File: src/switch_input_defines.svh
// Offsets, field positions, reset values and timing counts of the switch-input reaction block.
// Assumes a 100 MHz system clock and a 32-bit Avalon-MM register port.
`ifndef SWITCH_INPUT_DEFINES_SVH
`define SWITCH_INPUT_DEFINES_SVH

`define CLK_PERIOD_NS 10
`define SEC_NS 1000000000
`define SEC_CYCLES (`SEC_NS / `CLK_PERIOD_NS)

`define ADDR_W 5
`define OFS_CTRL 5'h00
`define OFS_REACT 5'h04
`define OFS_LINK 5'h08
`define OFS_WAIT 5'h0C
`define OFS_PERIOD 5'h10
`define OFS_STATUS 5'h14

`define CTRL_SL_EN 0
`define CTRL_SCAN_EN 1
`define CTRL_CYC_EN 2
`define CTRL_COND_LO 3
`define CTRL_WR_FLAG 5
`define CTRL_UPD_FLAG 6
`define CTRL_OBJ_EN_LO 8
`define CTRL_W 11
`define CTRL_RST 11'h100

`define REACT_W 18
`define REACT_RST 18'h01048
`define LINK_W 15
`define LINK_RST 15'h0000

`define WAIT_W 15
`define WAIT_MAX 15'h7530
`define WAIT_RST 15'h0000
`define PERIOD_W 16
`define PERIOD_RST 16'h003C

`define LINK_OUT_FIRST 5'h01
`define LINK_OUT_LAST 5'h10
`define LINK_BAN_FIRST 5'h0B
`define LINK_BAN_LAST 5'h0D
`define LINK_SCN_FIRST 5'h11
`define LINK_SCN_LAST 5'h18

`endif

File: src/switch_input_pkg.sv
// Types shared by the switch-input reaction block.
// Assumes the constants header is available for numeric values.
package switch_input_pkg;
   typedef enum logic [2:0] {
      REACT_ON = 3'h0,
      REACT_OFF = 3'h1,
      REACT_TOGGLE = 3'h2,
      REACT_NONE = 3'h3,
      REACT_STOP = 3'h4
   } react_type;

   typedef enum logic [1:0] {
      RCV_IDLE = 2'h0,
      RCV_WAIT = 2'h1,
      RCV_SCAN = 2'h3
   } recover_type;

   typedef struct packed {
      logic is_cond0;
      logic is_cond1;
   } cond_type;
endpackage

File: src/switch_obj_if.sv
// Bundle between the reaction top and one switching object.
// Assumes one clock domain; all fields are plain levels or one-cycle pulses.
`timescale 1ns/1ps
interface switch_obj_if;
   logic ev0;
   logic ev1;
   switch_input_pkg::react_type react0;
   switch_input_pkg::react_type react1;
   logic to_output;
   logic fb;
   logic bus_ld;
   logic bus_val;
   logic value;
   logic upd;
   logic stop;
   modport obj(input ev0, ev1, react0, react1, to_output, fb, bus_ld, bus_val, output value, upd, stop);
   modport ctl(output ev0, ev1, react0, react1, to_output, fb, bus_ld, bus_val, input value, upd, stop);
endinterface

File: src/switch_object.sv
// One 1-bit switching object: applies the configured reaction to event 0/1.
// Assumes events are one-cycle pulses and never high together.
`timescale 1ns/1ps
module switch_object #(
   parameter bit HAS_CYC = 1'b0
) (
   input wire logic mclk_i,
   input wire logic rst_n_i,
   switch_obj_if.obj so
);
   logic value_ff, nxt_value;
   logic upd_ff, nxt_upd;
   logic stop_ff, nxt_stop;
   switch_input_pkg::react_type r;

   assign so.value = value_ff;
   assign so.upd = upd_ff;
   assign so.stop = stop_ff;

   always_comb begin
      r = so.ev1 ? so.react1 : so.react0;
      nxt_value = value_ff;
      nxt_upd = 1'b0;
      nxt_stop = 1'b0;
      if (so.ev0 || so.ev1) begin
         unique case (r)
            switch_input_pkg::REACT_ON: begin
               nxt_value = 1'b1;
               nxt_upd = 1'b1;
            end
            switch_input_pkg::REACT_OFF: begin
               nxt_value = 1'b0;
               nxt_upd = 1'b1;
            end
            switch_input_pkg::REACT_TOGGLE: begin
               // Linked output: follow its status feedback so both ends stay consistent
               nxt_value = so.to_output ? !so.fb : !value_ff;
               nxt_upd = 1'b1;
            end
            switch_input_pkg::REACT_STOP: begin
               nxt_stop = HAS_CYC;
            end
            default: begin
               nxt_value = value_ff;
            end
         endcase
      end else if (so.bus_ld) begin
         nxt_value = so.bus_val;
      end
   end

   always_ff @(posedge mclk_i or negedge rst_n_i) begin
      if (!rst_n_i) begin
         value_ff <= 1'b0;
         upd_ff <= 1'b0;
         stop_ff <= 1'b0;
      end else begin
         value_ff <= nxt_value;
         upd_ff <= nxt_upd;
         stop_ff <= nxt_stop;
      end
   end
endmodule

File: src/binary_input_switch_reaction.sv
// Reaction logic of one binary switch input driving three 1-bit switching objects.
// Assumes debounced contact level from a pin, short/long pulses and bus events from same-clock logic.
// What this block does
// - After bus voltage recovery wait 0 to 30000 s, then scan the contact and react as if it just changed.
// - That wait runs on its own and never adds to the separate send delay.
// - Object 1 reacts per event with ON, OFF, TOGGLE, none or stop cyclic, event 1 defaulting to OFF.
// - Reactions fire on short/long operations when discrimination is on, else on every edge.
// - Stop cyclic only acts when cyclic sending of object 1 is enabled.
// - A linked local output is updated in the same cycle as the object, with no group addressing.
// - TOGGLE with an output link loads the inverse of that output's status feedback.
// - Links to outputs L, M and N are refused.
// - A scenario link fires the odd scene on value 0 and the even scene on value 1.
// - Object 1 is resent cyclically every 1 to 65535 s, default 60 s.
// - A change, and bus recovery after the send delay, send at once and restart the cycle timer.
// - Cyclic resending is limited to value 1, value 0, or both by default.
// - Bus writes and updates to object 1 are refused unless their flags are set.
// - Objects 2 and 3 offer ON, OFF, TOGGLE or none without cyclic sending, event 1 defaulting to ON.
// - Without discrimination opening gives event 0 and closing gives event 1.
// - With discrimination a short operation gives event 0 and a long one gives event 1.
//
// Local design decisions: the register addresses and the Avalon-MM slave port.
`timescale 1ns/1ps
`include "switch_input_defines.svh"
module binary_input_switch_reaction #(
   parameter int unsigned SEC_CYCLES = `SEC_CYCLES
) (
   input wire logic mclk_i,
   input wire logic rst_n_i,
   input wire logic [`ADDR_W-1:0] avs_address_i,
   input wire logic avs_read_i,
   input wire logic avs_write_i,
   input wire logic [31:0] avs_writedata_i,
   input wire logic [3:0] avs_byteenable_i,
   output logic [31:0] avs_readdata_o,
   output logic avs_waitrequest_o,
   input wire logic contact_i,
   input wire logic short_op_i,
   input wire logic long_op_i,
   input wire logic bus_recovery_i,
   input wire logic send_delay_done_i,
   input wire logic bus_wr_i,
   input wire logic bus_resp_i,
   input wire logic bus_val_i,
   input wire logic [15:0] out_status_i,
   output logic [2:0] tx_req_o,
   output logic [2:0] tx_val_o,
   output logic out_upd_o,
   output logic [3:0] out_idx_o,
   output logic out_val_o,
   output logic scene_trig_o,
   output logic [4:0] scene_number_o
);
   // Refuses L, M, N and anything outside the offered list
   function automatic logic [4:0] legal_link(input logic [4:0] c);
      if ((c >= `LINK_BAN_FIRST && c <= `LINK_BAN_LAST) || c > `LINK_SCN_LAST) begin
         return 5'h00;
      end
      return c;
   endfunction

   function automatic logic is_out(input logic [4:0] c);
      return c >= `LINK_OUT_FIRST && c <= `LINK_OUT_LAST;
   endfunction

   // Reset release and contact synchroniser
   logic rst_s1_ff, rst_ff;
   logic con_s1_ff, con_s2_ff, con_d_ff;
   always_ff @(posedge mclk_i or negedge rst_n_i) begin
      if (!rst_n_i) begin
         rst_s1_ff <= 1'b0;
         rst_ff <= 1'b0;
      end else begin
         rst_s1_ff <= 1'b1;
         rst_ff <= rst_s1_ff;
      end
   end
   always_ff @(posedge mclk_i or negedge rst_ff) begin
      if (!rst_ff) begin
         con_s1_ff <= 1'b0;
         con_s2_ff <= 1'b0;
         con_d_ff <= 1'b0;
      end else begin
         con_s1_ff <= contact_i;
         con_s2_ff <= con_s1_ff;
         con_d_ff <= con_s2_ff;
      end
   end

   // Register file
   logic [`CTRL_W-1:0] ctrl_ff, nxt_ctrl;
   logic [`REACT_W-1:0] react_ff, nxt_react;
   logic [`LINK_W-1:0] link_ff, nxt_link;
   logic [`WAIT_W-1:0] wait_ff, nxt_wait;
   logic [`PERIOD_W-1:0] period_ff, nxt_period;
   logic wreq_ff, nxt_wreq;
   logic [31:0] rdata_ff, nxt_rdata;
   logic [31:0] wd;
   logic [31:0] status;
   logic take;
   logic cyc_act_ff, nxt_cyc_act;
   switch_input_pkg::recover_type rcv_ff, nxt_rcv;
   logic [2:0] val;

   assign status = {27'h0000000, cyc_act_ff, rcv_ff != switch_input_pkg::RCV_IDLE, val};
   assign take = (avs_read_i || avs_write_i) && !wreq_ff;

   always_comb begin
      nxt_ctrl = ctrl_ff;
      nxt_react = react_ff;
      nxt_link = link_ff;
      nxt_wait = wait_ff;
      nxt_period = period_ff;
      nxt_rdata = rdata_ff;
      // One wait cycle: data is latched on the first edge and handed over on the next
      nxt_wreq = !((avs_read_i || avs_write_i) && wreq_ff);
      for (int i = 0; i < 4; i++) begin
         wd[i*8 +: 8] = avs_byteenable_i[i] ? avs_writedata_i[i*8 +: 8] : 8'h00;
      end
      if ((avs_read_i || avs_write_i) && wreq_ff) begin
         unique case (avs_address_i)
            `OFS_CTRL: nxt_rdata = {21'h000000, ctrl_ff};
            `OFS_REACT: nxt_rdata = {14'h0000, react_ff};
            `OFS_LINK: nxt_rdata = {17'h00000, link_ff};
            `OFS_WAIT: nxt_rdata = {17'h00000, wait_ff};
            `OFS_PERIOD: nxt_rdata = {16'h0000, period_ff};
            `OFS_STATUS: nxt_rdata = status;
            default: nxt_rdata = 32'h00000000;
         endcase
      end
      if (avs_write_i && take) begin
         unique case (avs_address_i)
            `OFS_CTRL: nxt_ctrl = (ctrl_ff & ~avs_writedata_i[`CTRL_W-1:0] & ~{{3{avs_byteenable_i[1]}},
               {8{avs_byteenable_i[0]}}}) | wd[`CTRL_W-1:0] | (ctrl_ff & avs_writedata_i[`CTRL_W-1:0]);
            `OFS_REACT: nxt_react = wd[`REACT_W-1:0];
            `OFS_LINK: begin
               for (int i = 0; i < 3; i++) begin
                  nxt_link[i*5 +: 5] = legal_link(wd[i*5 +: 5]);
               end
            end
            `OFS_WAIT: nxt_wait = (wd > {17'h00000, `WAIT_MAX}) ? `WAIT_MAX : wd[`WAIT_W-1:0];
            `OFS_PERIOD: nxt_period = (wd[`PERIOD_W-1:0] == 16'h0000) ? 16'h0001 : wd[`PERIOD_W-1:0];
            default: nxt_rdata = rdata_ff;
         endcase
      end
   end

   always_ff @(posedge mclk_i or negedge rst_ff) begin
      if (!rst_ff) begin
         ctrl_ff <= `CTRL_RST;
         react_ff <= `REACT_RST;
         link_ff <= `LINK_RST;
         wait_ff <= `WAIT_RST;
         period_ff <= `PERIOD_RST;
         wreq_ff <= 1'b1;
         rdata_ff <= 32'h00000000;
      end else begin
         ctrl_ff <= nxt_ctrl;
         react_ff <= nxt_react;
         link_ff <= nxt_link;
         wait_ff <= nxt_wait;
         period_ff <= nxt_period;
         wreq_ff <= nxt_wreq;
         rdata_ff <= nxt_rdata;
      end
   end
   assign avs_waitrequest_o = wreq_ff;
   assign avs_readdata_o = rdata_ff;

   // Seconds prescaler, restarted by recovery so the wait lasts whole seconds
   logic [31:0] pre_ff, nxt_pre;
   logic sec_tick;
   assign sec_tick = pre_ff == SEC_CYCLES - 1;
   assign nxt_pre = (sec_tick || bus_recovery_i) ? 32'h00000000 : pre_ff + 32'h00000001;

   // Recovery wait: its own counter, separate from the send-delay handshake
   logic [`WAIT_W-1:0] wcnt_ff, nxt_wcnt;
   logic scan;
   always_comb begin
      nxt_rcv = rcv_ff;
      nxt_wcnt = wcnt_ff;
      scan = 1'b0;
      unique case (rcv_ff)
         switch_input_pkg::RCV_IDLE: begin
            if (bus_recovery_i && ctrl_ff[`CTRL_SCAN_EN]) begin
               nxt_wcnt = wait_ff;
               nxt_rcv = switch_input_pkg::RCV_WAIT;
            end
         end
         switch_input_pkg::RCV_WAIT: begin
            if (wcnt_ff == '0) begin
               nxt_rcv = switch_input_pkg::RCV_SCAN;
            end else if (sec_tick) begin
               nxt_wcnt = wcnt_ff - 1'b1;
            end
         end
         switch_input_pkg::RCV_SCAN: begin
            scan = 1'b1;
            nxt_rcv = switch_input_pkg::RCV_IDLE;
         end
         default: nxt_rcv = switch_input_pkg::RCV_IDLE;
      endcase
   end

   // Event sources
   logic ev0, ev1, waiting;
   assign waiting = rcv_ff == switch_input_pkg::RCV_WAIT;
   always_comb begin
      if (scan) begin
         ev0 = !con_s2_ff;
         ev1 = con_s2_ff;
      end else if (waiting) begin
         // Inputs are inactive during the wait
         ev0 = 1'b0;
         ev1 = 1'b0;
      end else if (ctrl_ff[`CTRL_SL_EN]) begin
         ev0 = short_op_i;
         ev1 = long_op_i;
      end else begin
         ev0 = con_d_ff && !con_s2_ff;
         ev1 = !con_d_ff && con_s2_ff;
      end
   end

   // Switching objects
   logic [2:0] upd, stop;
   logic bus_ok;
   assign bus_ok = bus_wr_i && (bus_resp_i ? ctrl_ff[`CTRL_UPD_FLAG] : ctrl_ff[`CTRL_WR_FLAG]);
   for (genvar g = 0; g < 3; g++) begin : g_obj
      switch_obj_if so();
      logic en;
      assign en = ctrl_ff[`CTRL_OBJ_EN_LO + g];
      assign so.ev0 = en && ev0;
      assign so.ev1 = en && ev1;
      assign so.react0 = switch_input_pkg::react_type'(react_ff[g*6 +: 3]);
      assign so.react1 = switch_input_pkg::react_type'(react_ff[g*6+3 +: 3]);
      assign so.to_output = is_out(link_ff[g*5 +: 5]);
      assign so.fb = out_status_i[4'(link_ff[g*5 +: 5] - 5'h01)];
      assign so.bus_ld = (g == 0) && en && bus_ok;
      assign so.bus_val = bus_val_i;
      assign val[g] = so.value;
      assign upd[g] = so.upd;
      assign stop[g] = so.stop;
      switch_object #(.HAS_CYC(g == 0)) u_obj (
         .mclk_i(mclk_i),
         .rst_n_i(rst_ff),
         .so(so)
      );
   end

   // Cyclic sending of object 1, send-delay release and link outputs
   logic [`PERIOD_W-1:0] ccnt_ff, nxt_ccnt;
   logic pend_ff, nxt_pend;
   logic [2:0] nxt_tx;
   logic nxt_oupd, nxt_oval, nxt_strig;
   logic [3:0] nxt_oidx;
   logic [4:0] nxt_snum;
   logic [2:0] tx_ff, tval_ff;
   logic oupd_ff, oval_ff, strig_ff;
   logic [3:0] oidx_ff;
   logic [4:0] snum_ff;
   logic cyc_ok, restart;
   logic [4:0] lk;
   switch_input_pkg::cond_type cond;

   always_comb begin
      cond = switch_input_pkg::cond_type'(ctrl_ff[`CTRL_COND_LO +: 2]);
      cyc_ok = (!cond.is_cond1 || val[0]) && (!cond.is_cond0 || !val[0]);
      nxt_pend = (pend_ff || bus_recovery_i) && !send_delay_done_i;
      restart = upd[0] || (pend_ff && send_delay_done_i) || (bus_ok && ctrl_ff[`CTRL_OBJ_EN_LO]);
      nxt_tx = upd;
      nxt_tx[0] = upd[0] || (pend_ff && send_delay_done_i) ||
         (ctrl_ff[`CTRL_CYC_EN] && cyc_act_ff && cyc_ok && ccnt_ff <= 16'h0001 && sec_tick);
      nxt_ccnt = ccnt_ff;
      if (restart || (sec_tick && ccnt_ff <= 16'h0001)) begin
         nxt_ccnt = period_ff;
      end else if (sec_tick) begin
         nxt_ccnt = ccnt_ff - 16'h0001;
      end
      nxt_cyc_act = cyc_act_ff;
      if (stop[0] && ctrl_ff[`CTRL_CYC_EN]) begin
         nxt_cyc_act = 1'b0;
      end else if (restart) begin
         nxt_cyc_act = 1'b1;
      end
      // Object 1 wins when several linked objects change together
      nxt_oupd = 1'b0;
      nxt_oidx = oidx_ff;
      nxt_oval = oval_ff;
      nxt_strig = 1'b0;
      nxt_snum = snum_ff;
      for (int i = 2; i >= 0; i--) begin
         lk = link_ff[i*5 +: 5];
         if (upd[i] && is_out(lk)) begin
            nxt_oupd = 1'b1;
            nxt_oidx = 4'(lk - 5'h01);
            nxt_oval = val[i];
         end
         if (upd[i] && lk >= `LINK_SCN_FIRST && lk <= `LINK_SCN_LAST) begin
            nxt_strig = 1'b1;
            nxt_snum = 5'((lk - `LINK_SCN_FIRST) * 2 + 1) + {4'h0, val[i]};
         end
      end
   end

   always_ff @(posedge mclk_i or negedge rst_ff) begin
      if (!rst_ff) begin
         pre_ff <= 32'h00000000;
         rcv_ff <= switch_input_pkg::RCV_IDLE;
         wcnt_ff <= '0;
         ccnt_ff <= `PERIOD_RST;
         pend_ff <= 1'b0;
         cyc_act_ff <= 1'b1;
         tx_ff <= 3'h0;
         tval_ff <= 3'h0;
         oupd_ff <= 1'b0;
         oidx_ff <= 4'h0;
         oval_ff <= 1'b0;
         strig_ff <= 1'b0;
         snum_ff <= 5'h00;
      end else begin
         pre_ff <= nxt_pre;
         rcv_ff <= nxt_rcv;
         wcnt_ff <= nxt_wcnt;
         ccnt_ff <= nxt_ccnt;
         pend_ff <= nxt_pend;
         cyc_act_ff <= nxt_cyc_act;
         tx_ff <= nxt_tx;
         tval_ff <= val;
         oupd_ff <= nxt_oupd;
         oidx_ff <= nxt_oidx;
         oval_ff <= nxt_oval;
         strig_ff <= nxt_strig;
         snum_ff <= nxt_snum;
      end
   end

   assign tx_req_o = tx_ff;
   assign tx_val_o = tval_ff;
   assign out_upd_o = oupd_ff;
   assign out_idx_o = oidx_ff;
   assign out_val_o = oval_ff;
   assign scene_trig_o = strig_ff;
   assign scene_number_o = snum_ff;
endmodule

File: config.mk
export PLATFORM = sky130hd
export DESIGN_NAME = binary_input_switch_reaction
export DESIGN_NICKNAME = d
export VERILOG_FILES = /design/src/switch_input_pkg.sv /design/src/switch_obj_if.sv /design/src/switch_object.sv /design/src/binary_input_switch_reaction.sv
export VERILOG_INCLUDE_DIRS = /design/src
export SDC_FILE = /design/constraint.sdc
export NUM_CORES = 1
export LEC_CHECK = 0
export BUFFER_PORTS_ARGS = -buffer_cell sky130_fd_sc_hd__buf_2
export CAP_MARGIN = 25
export CORE_ASPECT_RATIO = 0.8
export CORE_MARGIN = 3
export CORE_UTILIZATION = 61
export CTS_BUF_LIST = sky130_fd_sc_hd__clkbuf_2
export DETAILED_ROUTE_END_ITERATION = 16
export PLACE_DENSITY = 0.8
export SYNTH_ARGS = -nofsm -noshare
export SYNTH_HDL_FRONTEND = slang
export SYNTH_SLANG_ARGS = --single-unit
File: constraint.sdc
create_clock -name mclk_i -period 7.8 [get_ports mclk_i]
set_clock_uncertainty 0.15 [all_clocks]
set_input_delay 0 -clock mclk_i [delete_from_list [all_inputs] [get_ports mclk_i]]
set_output_delay 0 -clock mclk_i [all_outputs]
set_load 0.005 [all_outputs]
; ---- After elaboration in Yosys (flattened, before gate mapping)
; Index checks and enable logic that the tools add are counted.
[classes]
reduce_logical = 96
add_sub_neg = 15
n_eq_ne = 21
bitwise_logic = 7
n_lt_le_gt_ge = 26
muxes = 85
[op_table]
columns = op, n
row1 = $mux W32, 4
row2 = $pmux W18 S6, 1
row3 = $mux W15, 4
row4 = $mux W16, 3
row5 = $mux W5, 9
row6 = $mux W1, 44
row7 = $logic_and A1 B1 Y1, 38
row8 = $and A11 B11 Y11, 3
row9 = $add A32 B1 Y32 const B, 1
row10 = $eq A32 B27 Y1 const B, 1
row11 = $gt A32 B15 Y1 const B, 1
row12 = $mux W8, 4
row13 = $le A5 B5 Y1 const B, 6
row14 = $pmux W15 S2, 1
row15 = $sub A4 B1 Y4 const B, 6
row16 = $not A11 Y11, 2
row17 = $or A11 B11 Y11, 2
row18 = $reduce_and A2 Y1, 9
row19 = $le A16 B1 Y1 const B, 1
row20 = $logic_not A16 Y1, 1
row21 = $sub A16 B1 Y16 const B, 1
row22 = $add A5 B1 Y5, 3
row23 = $add A5 B2 Y5 const B, 3
row24 = $ge A5 B1 Y1 const B, 3
row25 = 34 further kinds, 99
[word_totals]
inputBits = 69
out_inout_bits = 51
elab_cells = 282
reg_bits = 205

; ---- Logic depth before layout (Yosys ltp)
; Gate-level depths: netlist of run 1.
[depth]
word_depth = 11
ltp_mapped = 10
depth_no_buf = 8

; ---- Modules after synthesis
; From an unflattened synthesis of run 1, not the netlist that was laid out.
[unflattened]
cells_unflattened = 1088
area_unflattened_um2 = 10471.3
[by_module_without_submodules]
columns = module, cells_each, area_per_inst_um2, seq_area_each_um2, instances
row1 = binary_input_switch_reaction, 1027, 9917.0, 4621.9, 1
row2 = switch_object at g_obj[1].u_obj ..., 18, 160.2, 50.0, 2
row3 = switch_object at g_obj[0].u_obj, 25, 234.0, 75.1, 1

; ---- Worst setup path before layout of run 1
; OpenSTA, ideal clock, no wires.
[synth_timing]
path_kind = reg-to-reg
startpoint = reg wcnt_ff[0]
endpoint = reg wcnt_ff[6]
setup_time_ps = 144
stages_incl_launch_ff = 9
setup_slack_ps = 5105
path_buffers = 1
t_arrival_ps = 2401
t_required_ps = 7506
synth_period_minus_slack_ps = 2695
path_cell_list = dfrtp_1 > inv_1 > ha_1 > or3b_4 > or4_4 > or4_4 > a31oi_4 > buf_6 > o211ai_2
[synth_via]
elab_chain_cells = 4
elab_cells_between_ends = 7
cone_classes = 1 x add/sub / 1 x eq/ne / 3 x mux / 2 x reduce/logical
[synth_lines]
columns = element, line_no
row1 = "start, declared", binary_input_switch_reaction.sv:176  ; logic [`WAIT_W-1:0] wcnt_ff, nxt_wcnt;
row2 = "start signal, assigned", binary_input_switch_reaction.sv:323  ; wcnt_ff <= nxt_wcnt;
row3 = $sub A15 B1 Y15, binary_input_switch_reaction.sv:193  ; nxt_wcnt = wcnt_ff - 1'b1;
row4 = $mux W15, binary_input_switch_reaction.sv:192  ; end else if (sec_tick) begin
row5 = $mux W15, binary_input_switch_reaction.sv:190  ; if (wcnt_ff == '0) begin
row6 = $pmux W15 S2, binary_input_switch_reaction.sv:182  ; unique case (rcv_ff)
; Several ways; a longest one is shown, not always the timed one. The select of a mux whose other input is x is not followed.
; A chain may end at the register's enable or synchronous reset.

; ---- Worst setup path after layout of run 1
[layout_timing]
startpoint = reg rcv_ff[0]
endpoint = reg g_obj[0].u_obj.value_ff
[layout_via]
elab_chain_cells = 8
elab_cells_between_ends = 19
cone_classes = 5 x eq/ne / 8 x mux / 6 x reduce/logical
[layout_lines]
columns = element, line_no
row1 = "start, declared", binary_input_switch_reaction.sv:101  ; switch_input_pkg::recover_type rcv_ff, nxt_rcv;
row2 = "start signal, assigned", binary_input_switch_reaction.sv:308  ; rcv_ff <= switch_input_pkg::RCV_IDLE;
row3 = "start signal, assigned", binary_input_switch_reaction.sv:322  ; rcv_ff <= nxt_rcv;
row4 = $eq A2 B1 Y1 / $eq A2 B2 Y1 (equally long branches), "binary_input_switch_reaction.sv:206, binary_input_switch_reaction.sv:182"
row5 = "$mux W1, on equally long branches", "binary_input_switch_reaction.sv:211, binary_input_switch_reaction.sv:182"
row6 = $mux W1, binary_input_switch_reaction.sv:208  ; if (scan) begin
row7 = $logic_and A1 B1 Y1, binary_input_switch_reaction.sv:233  ; assign so.ev1 = en && ev1;
row8 = $mux W3, switch_object.sv:21  ; r = so.ev1 ? so.react1 : so.react0;
row9 = $eq A3 B2 Y1 (tied with other cells), switch_object.sv:26  ; unique case (r)
row10 = $pmux W1 S3 / $ne A4 B4 Y1 (equally long branches), --
row11 = $mux W1 / $reduce_and A2 Y1 (equally long branches), --
row12 = "end signal, assigned", switch_object.sv:58  ; value_ff <= nxt_value;
row13 = "end, declared", switch_object.sv:11  ; logic value_ff, nxt_value;
; Several ways; a longest one is shown, not always the timed one.

==> impl_metrics.yaml, run 1 <==
grt:
  grt_first_pass_wirelength_um: 51300
  busiest_layer: "met2"
  grt_pass1_vias: 9582
  use_met2: 0.539
  use_met3: 0.0990
  grt_usage: 0.344
  antenna_found_initial: 1
  grtUsageMet1: 0.456
  grt_max_degree: 76
  grt_overflow: 0
placement:
  hpwl_um: 20800
  io_buffers: 105
  gp_congestion: 0.969
critical_path:
  r2r-start: "rcv_ff[0]"
  worstSetupPathType: "reg -> reg"
  worstPathArrival_ns: 4.48
  endpoint_kind: "register"
  crit_start: "rcv_ff[0]"
  worstPathRequired_ns: 8.33
  r2r_slack_ns: 3.85
  slowest_delay_ns: 0.82
  cp-start-kind: "register"
  cp_slowest_cell: "nor2b_1"
  worstRegToRegCells: 7
  cp_max_fo: 14
  crit_chain: "nor2b_1 -> o221ai_1 -> nor2_1 -> mux2i_1 -> dlygate4sd3_1 -> mux2i_1 -> dlygate4sd3_1"
power_and_ir_drop:
  p_comb_frac: 0.256
  internal-power_mw: 1.57
  leakage_nw: 5.62
  power_density_nw_per_um2: 196
  switching_share: 0.353
  seqPwrFrac: 0.516
  power.switching_mw: 0.856
  p_total_mw: 2.42
  ir_drop_v: 0.000124
  clockPowerShare: 0.228
floorplanning:
  fp.dieW_um: 152
  row_count: 42
  io_pins: 120
  fp.dieH_um: 123
  core_um2: 16700
  initial_utilization: 0.628
  die-area_um2: 18800
logic_synthesis:
  synth_edf_count: 0
  yosys_most_used_dff: "dfrtp_1"
  async_flop_share: 1.00
  synth_cell_types: 77
  synth_area_per_cell_um2: 9.72
  yosysSeqAreaShare: 0.459
  synthCells: 1076
  syn_area_um2: 10500
  synth_seq_cells: 191
  yosys_warnings: 0
worst_hold_path:
  worstHoldStart: "bus_recovery_i"
  hold_class: "in -> reg"
  min_path_cells: 4
timing:
  worstMarginPinSlew_ns: 1.01
  max_freq_ghz: 0.253
  finalCritPeriodShare: 0.506
  finalHoldViolCount: 0
  relSlewSlack: 0.326
  fin_crit_ns: 3.95
  drv_slew: 0
  setup_viol: 0
  rsz0062_at_grt: "false"
  setup_tns_ns: 0
run_status:
  status: "finished, final reports clean"
clock_tree:
  cts_tree: "done"
  cts_hold_buf: 101
  htree_levels: 4
  insertion_delay_ns: 0.80
  clk_path_buf_depth: 2
  clock-sinks: 191
  clk_pin_slew_ns: 0.26
  cts.repair.resized: 0
  numCtsBuffers: 17
  postCtsSetupBuffers: 0
  cts_root_buf: "clkbuf_2"
detailed_routing:
  wl_um: 31900
  drt-pass1-iter-count: 9
  vias: 9836
  ant_nets: 0
  drt_iter0_drc: 1331
  via_per_inst: 6.58
  drc: 0
  avgRoutedWirePerCell_um: 21.3
flow_run:
  drv_cap: 0
cells_and_area:
  final_nets: 1344
  multiInputGateArea_um2: 5310
  seqCellArea_um2: 4800
  nFillCells: 1146
  final_layout_size_suffix_gt1_frac: 0.170
  areaGrowthSynthToFinish_pct: 18.4
==> metal layers <==
layer  routed length [um]  vias up
met5                    0        -
met4                 1550        0
met2                14300      645
met1                12600     4713
met3                 3400      171
li1                     -     4307
==> cells in the mapped netlist, types with 4 or more instances <==
cell / n / area (um2)
a21oi_1: 34 / 170
a221o_1: 4 / 40.0
a221oi_1: 5 / 43.8
a222oi_1: 6 / 60.1
a22o_1: 12 / 105
a22oi_1: 32 / 240
a31oi_1: 8 / 50.1
a32o_1: 16 / 160
and2_1: 7 / 43.8
and3_1: 13 / 81.3
and4_1: 6 / 52.6
buf_2: 6 / 30.0
buf_4: 16 / 120
buf_6: 4 / 45.0
clkbuf_1: 37 / 139
dfrtp_1: 177 / 4430
dfstp_2: 14 / 368
ha_1: 16 / 200
inv_1: 18 / 67.6
mux2_2: 17 / 191
mux2i_1: 31 / 310
mux4_2: 13 / 293
nand2_1: 167 / 627
nand2b_1: 7 / 43.8
nand3_1: 37 / 185
nand3b_1: 4 / 30.0
nand4_1: 12 / 75.1
nor2_1: 88 / 330
nor2b_1: 9 / 56.3
nor3_1: 19 / 95.1
nor3b_1: 5 / 37.5
nor4_1: 19 / 119
nor4b_1: 5 / 43.8
o211ai_1: 20 / 150
o211ai_2: 8 / 100
o21a_1: 4 / 30.0
o21ai_0: 68 / 340
o311ai_0: 7 / 61.3
or3_1: 8 / 50.1
or4_1: 4 / 30.0
xnor2_1: 18 / 158
xor2_1: 23 / 201
==> cell families (layout without fill, tap and decap cells) <==
logic type	Yosys count	after routing	share of synthesized area
AOI/OAI and AO/OA	254	254	0.174
xor gates and xnor gates	41	41	0.0343
adders and majority gates	16	16	0.0191
buffers and inverters	84	267	0.0395
DFF	191	191	0.459
muxes	61	61	0.0760
other	2	17	0.000718
and+or+nand+nor	427	427	0.198
==> flip-flops by register name (all words and copies together) (netlist names), 2 cells and up, named ones only <==
name and cells:
avs_readdata_o 18, ccnt_ff 16, period_ff 16, scene_number_o 5, link_ff 15, g_obj.u_obj.so.upd 3, tx_val_o 3, wcnt_ff 15
react_ff 18, pre_ff 32, tx_req_o 3, g_obj.u_obj.so.value 3, out_idx_o 4, wait_ff 15, rcv_ff 2
==> power by group through the flow <==
stage	registers (mW)	clock network (mW)	logic [mW]
finish	1.25	0.552	0.620
global route	1.26	0.591	0.682
CTS	1.24	0.552	0.601
detailed placement	1.26	0	0.547
global placement	1.25	0	0.529
floorplan	1.21	0	0.411
==> path summary, 6_finish.rpt <==
check	to
setup reg to reg	g_obj[0].u_obj.so.value
max in group asynchronous	link_ff[10]
hold reg to reg	rst_ff
min in group asynchronous	ccnt_ff[13]
setup / recovery	g_obj[0].u_obj.so.value
hold / removal	rcv_ff[0]
==> cell type report <==
cell class | count | share of cell area
clock buffers | 17 | 0.00687
clock inverters | 15 | 0.0151
diodes | 2 | 0.000404
flip-flops and latches | 191 | 0.388
repair buffers | 217 | 0.134
well taps | 220 | 0.0222
inverters | 18 | 0.00546
multi-input cells | 814 | 0.429
==> critical path: cells and delay by family (launching register included) <==
| kind | cells | cell delay (ns) |
|---|---|---|
| buf+inv | 2 | 1.15 |
| flops | 1 | 0.56 |
| mux | 2 | 0.26 |
| simple gates | 2 | 1.09 |
| compound gates | 1 | 0.65 |
==> stage by stage <==
step / cell area (um2) / util / std cells / hold WS, ns / setup WS [ns]
finish: 12400 / 0.744 / 1494 / 0.0790 / 3.85
global route: 12400 / 0.743 / 1493 / 0.0441 / 3.71
CTS: 12400 / 0.742 / 1491 / 0.00821 / 3.96
detailed placement: 11100 / 0.665 / 1358 / -0.364 / 4.57
global placement: 11000 / 0.662 / 1355 / -0.365 / 4.66
floorplan: 10500 / - / 1089 / -0.446 / 1.96
==> cell usage in the layout (no fill, tap or decap), types with 8 or more instances in the layout <==
cell type	Yosys	final
nand4_1	12	12
buf_2	6	106
mux2_2	17	17
a22o_1	12	12
nor4_1	19	19
nor2b_1	9	9
ha_1	16	16
conb_1	2	15
nand3_1	37	37
a21oi_1	34	34
a22oi_1	32	32
nor3_1	19	19
nand2_1	167	167
or3_1	8	8
inv_1	18	18
buf_4	16	8
clkbuf_2	0	17
xor2_1	23	23
nor2_1	88	88
o211ai_2	8	8
mux2i_1	31	31
a32o_1	16	16
and3_1	13	13
o21ai_0	68	68
dfstp_2	14	14
o211ai_1	20	20
a31oi_1	8	8
xnor2_1	18	18
mux4_2	13	13
dlygate4sd3_1	0	101
dfrtp_1	177	176
Power figures use the tool's default switching activity.
==> run 2: changes to the inputs <==
- clock period: 7.8 -> 4 ns (I/O delays scaled with it)
==> run 2 against run 1 <==
Effect of this change: the flow now finishes with violations (setup timing); worst hold slack got worse by 0.020 ns; sequential share of layout area about the same; cell area about the same; non-clock buffer count decreased by 1; largest power group unchanged; flip-flop and latch count unchanged; clock power increased by 110%; sequential power increased by 95%; first-iteration DRC count decreased by 23%; register-to-register slack got worse by 3.7 ns; setup slack got worse by 3.9 ns; die area unchanged; final cell count decreased by 0.20%; highest routed layer unchanged; critical path type is now in -> reg.
==> impl_metrics.yaml, run 2 (synthesized netlist as in run 1, its figures left out) <==
grt:
  grt_pass1_vias: 9288
  grt_usage: 0.327
  grt_first_pass_wirelength_um: 48700
  antenna_found_initial: 0
  grt_max_degree: 116
  grt_overflow: 0
critical_path:
  cp-start-kind: "input pin"
  crit_chain: "dlygate4sd3_1 -> buf_2 -> dlygate4sd3_1 -> nand2_1 -> nor4_1 -> nor4_1 -> dlygate4sd3_1 -> a21oi_1 -> dlygate4sd3_1 -> buf_4 -> a32o_1 -> dlygate4sd3_1"
  worstPathArrival_ns: 4.64
  cp_common_cell: "dlygate4sd3_1"
  slowest_delay_ns: 0.68
  r2r-start: "link_ff[10]"
  crit_family: "buffers and inverters"
  cp_slowest_cell: "dlygate4sd3_1"
  worstPathRequired_ns: 4.60
  worstSetupPathType: "in -> reg"
  r2r_slack_ns: 0.15
  endpoint_kind: "register"
  cp_max_fo: 15
  r2r_end: "g_obj[2].u_obj.so.value"
  path_buf_inv: 7
  worstRegToRegCells: 10
run_status:
  violations: "setup timing"
  status: "finished with violations"
timing:
  worstMarginPinSlew_ns: 1.02
  finalHoldViolCount: 0
  finalCritPeriodShare: 1.01
  rsz0062_at_grt: "false"
  max_freq_ghz: 0.248
  fin_crit_ns: 4.04
  setup_viol: 1
  relSlewSlack: 0.314
  fin_ws_ns: -0.0390
  holdWs_ns: 0.0593
  drv_slew: 0
power_and_ir_drop:
  power.switching_mw: 1.67
  leakage_nw: 5.63
  p_comb_frac: 0.254
  power_density_nw_per_um2: 387
  ir_drop_v: 0.000244
  clockPowerShare: 0.239
  seqPwrFrac: 0.507
  internal-power_mw: 3.13
  switching_share: 0.348
floorplanning:
  row_count: 42
  die-area_um2: 18800
  io_pins: 120
  fp.dieW_um: 152
  core_um2: 16700
  initial_utilization: 0.628
  fp.dieH_um: 123
placement:
  hpwl_um: 20800
  gp_congestion: 0.989
  place_ws_ns: 0.909
  io_buffers: 105
clock_tree:
  numCtsBuffers: 17
  postCtsSetupBuffers: 0
  cts.repair.resized: 0
  insertion_delay_ns: 0.79
  cts_hold_buf: 96
  cts_tree: "done"
  htree_levels: 4
  clock-sinks: 191
  cts_root_buf: "clkbuf_2"
  clk_pin_slew_ns: 0.29
  clk_path_buf_depth: 2
flow_run:
  drv_cap: 0
cells_and_area:
  final_nets: 1343
  final_layout_size_suffix_gt1_frac: 0.173
  top_register: "pre_ff"
  areaGrowthSynthToFinish_pct: 18.4
  nFillCells: 1168
  antenna_cells: 0
  largest_register_ffs: 32
  final_common_cell: "dfrtp_1"
  final_cell_mix: "dfrtp_1, nand2_1, buf_2"
detailed_routing:
  avgRoutedWirePerCell_um: 20.8
  drt-pass1-iter-count: 6
  drt_iter0_drc: 1030
  ant_nets: 0
  vias: 9659
  drc: 0
  wl_um: 31100
  via_per_inst: 6.48
worst_hold_path:
  min_path_cells: 5
  hold_class: "in -> reg"
  worstHoldEndpoint: "wcnt_ff[12]"
  worstHoldStart: "bus_recovery_i"
-- run 2: through the flow --
stage | instance area (um2) | utilization | power [mW] | TNS [ns] | cells
after global routing | 12400 | 0.743 | 5.02 | 0 | 1491
final | 12400 | 0.743 | 4.80 | -0.0390 | 1491
after CTS | 12300 | 0.741 | 4.75 | 0 | 1489
after detailed placement | 11100 | 0.666 | 3.53 | 0 | 1361
after floorplan | 10500 | - | 3.15 | 0 | 1089
after global placement | 11100 | 0.666 | 3.50 | 0 | 1361
-- run 2: tightest hold or removal path: stages --
cell and delay (ns):
dlygate4sd3_1 0.53, buf_2 0.18, nand3_1 0.11, nand3_1 0.08
o211ai_1 0.08
-- run 2: cell type report --
type / instances / area [um2] / area share
tap: 220 / 275 / 0.0222
multi-input combinational: 814 / 5310 / 0.429
clock inverter: 15 / 208 / 0.0168
timing repair buffer: 216 / 1640 / 0.132
sequential: 191 / 4800 / 0.388
clock buffer: 17 / 85.1 / 0.00687
inverter: 18 / 67.6 / 0.00546
-- run 2: power groups by stage --
stage               clock, mW  sequential (mW)  combinational [mW]
finish                   1.15             2.44                1.22
CTS                      1.15             2.42                1.18
detailed placement          0             2.45                1.08
global route             1.23             2.46                1.33
floorplan                   0             2.35               0.802
global placement            0             2.44                1.05
-- run 2: how the worst max path moves through the flow --
stage	start	end	cells past startpoint
after floorplan	rst_ff	async pin	0
after global placement	wcnt_ff[0]	wcnt_ff[6]	8
after detailed placement	wcnt_ff[0]	wcnt_ff[6]	8
after CTS	link_ff[10]	g_obj[2].u_obj.so.value	10
after global routing	avs_writedata_i[4]	wait_ff[7]	12
final	avs_writedata_i[4]	wait_ff[7]	12
-- run 2: per-layer routing --
layer	track usage	vias up	routed length, um
li1	-	4314	-
met1	0.435	4599	12200
met2	0.517	615	14200
met3	0.0889	131	3350
met4	0.133	0	1290
met5	0	-	0
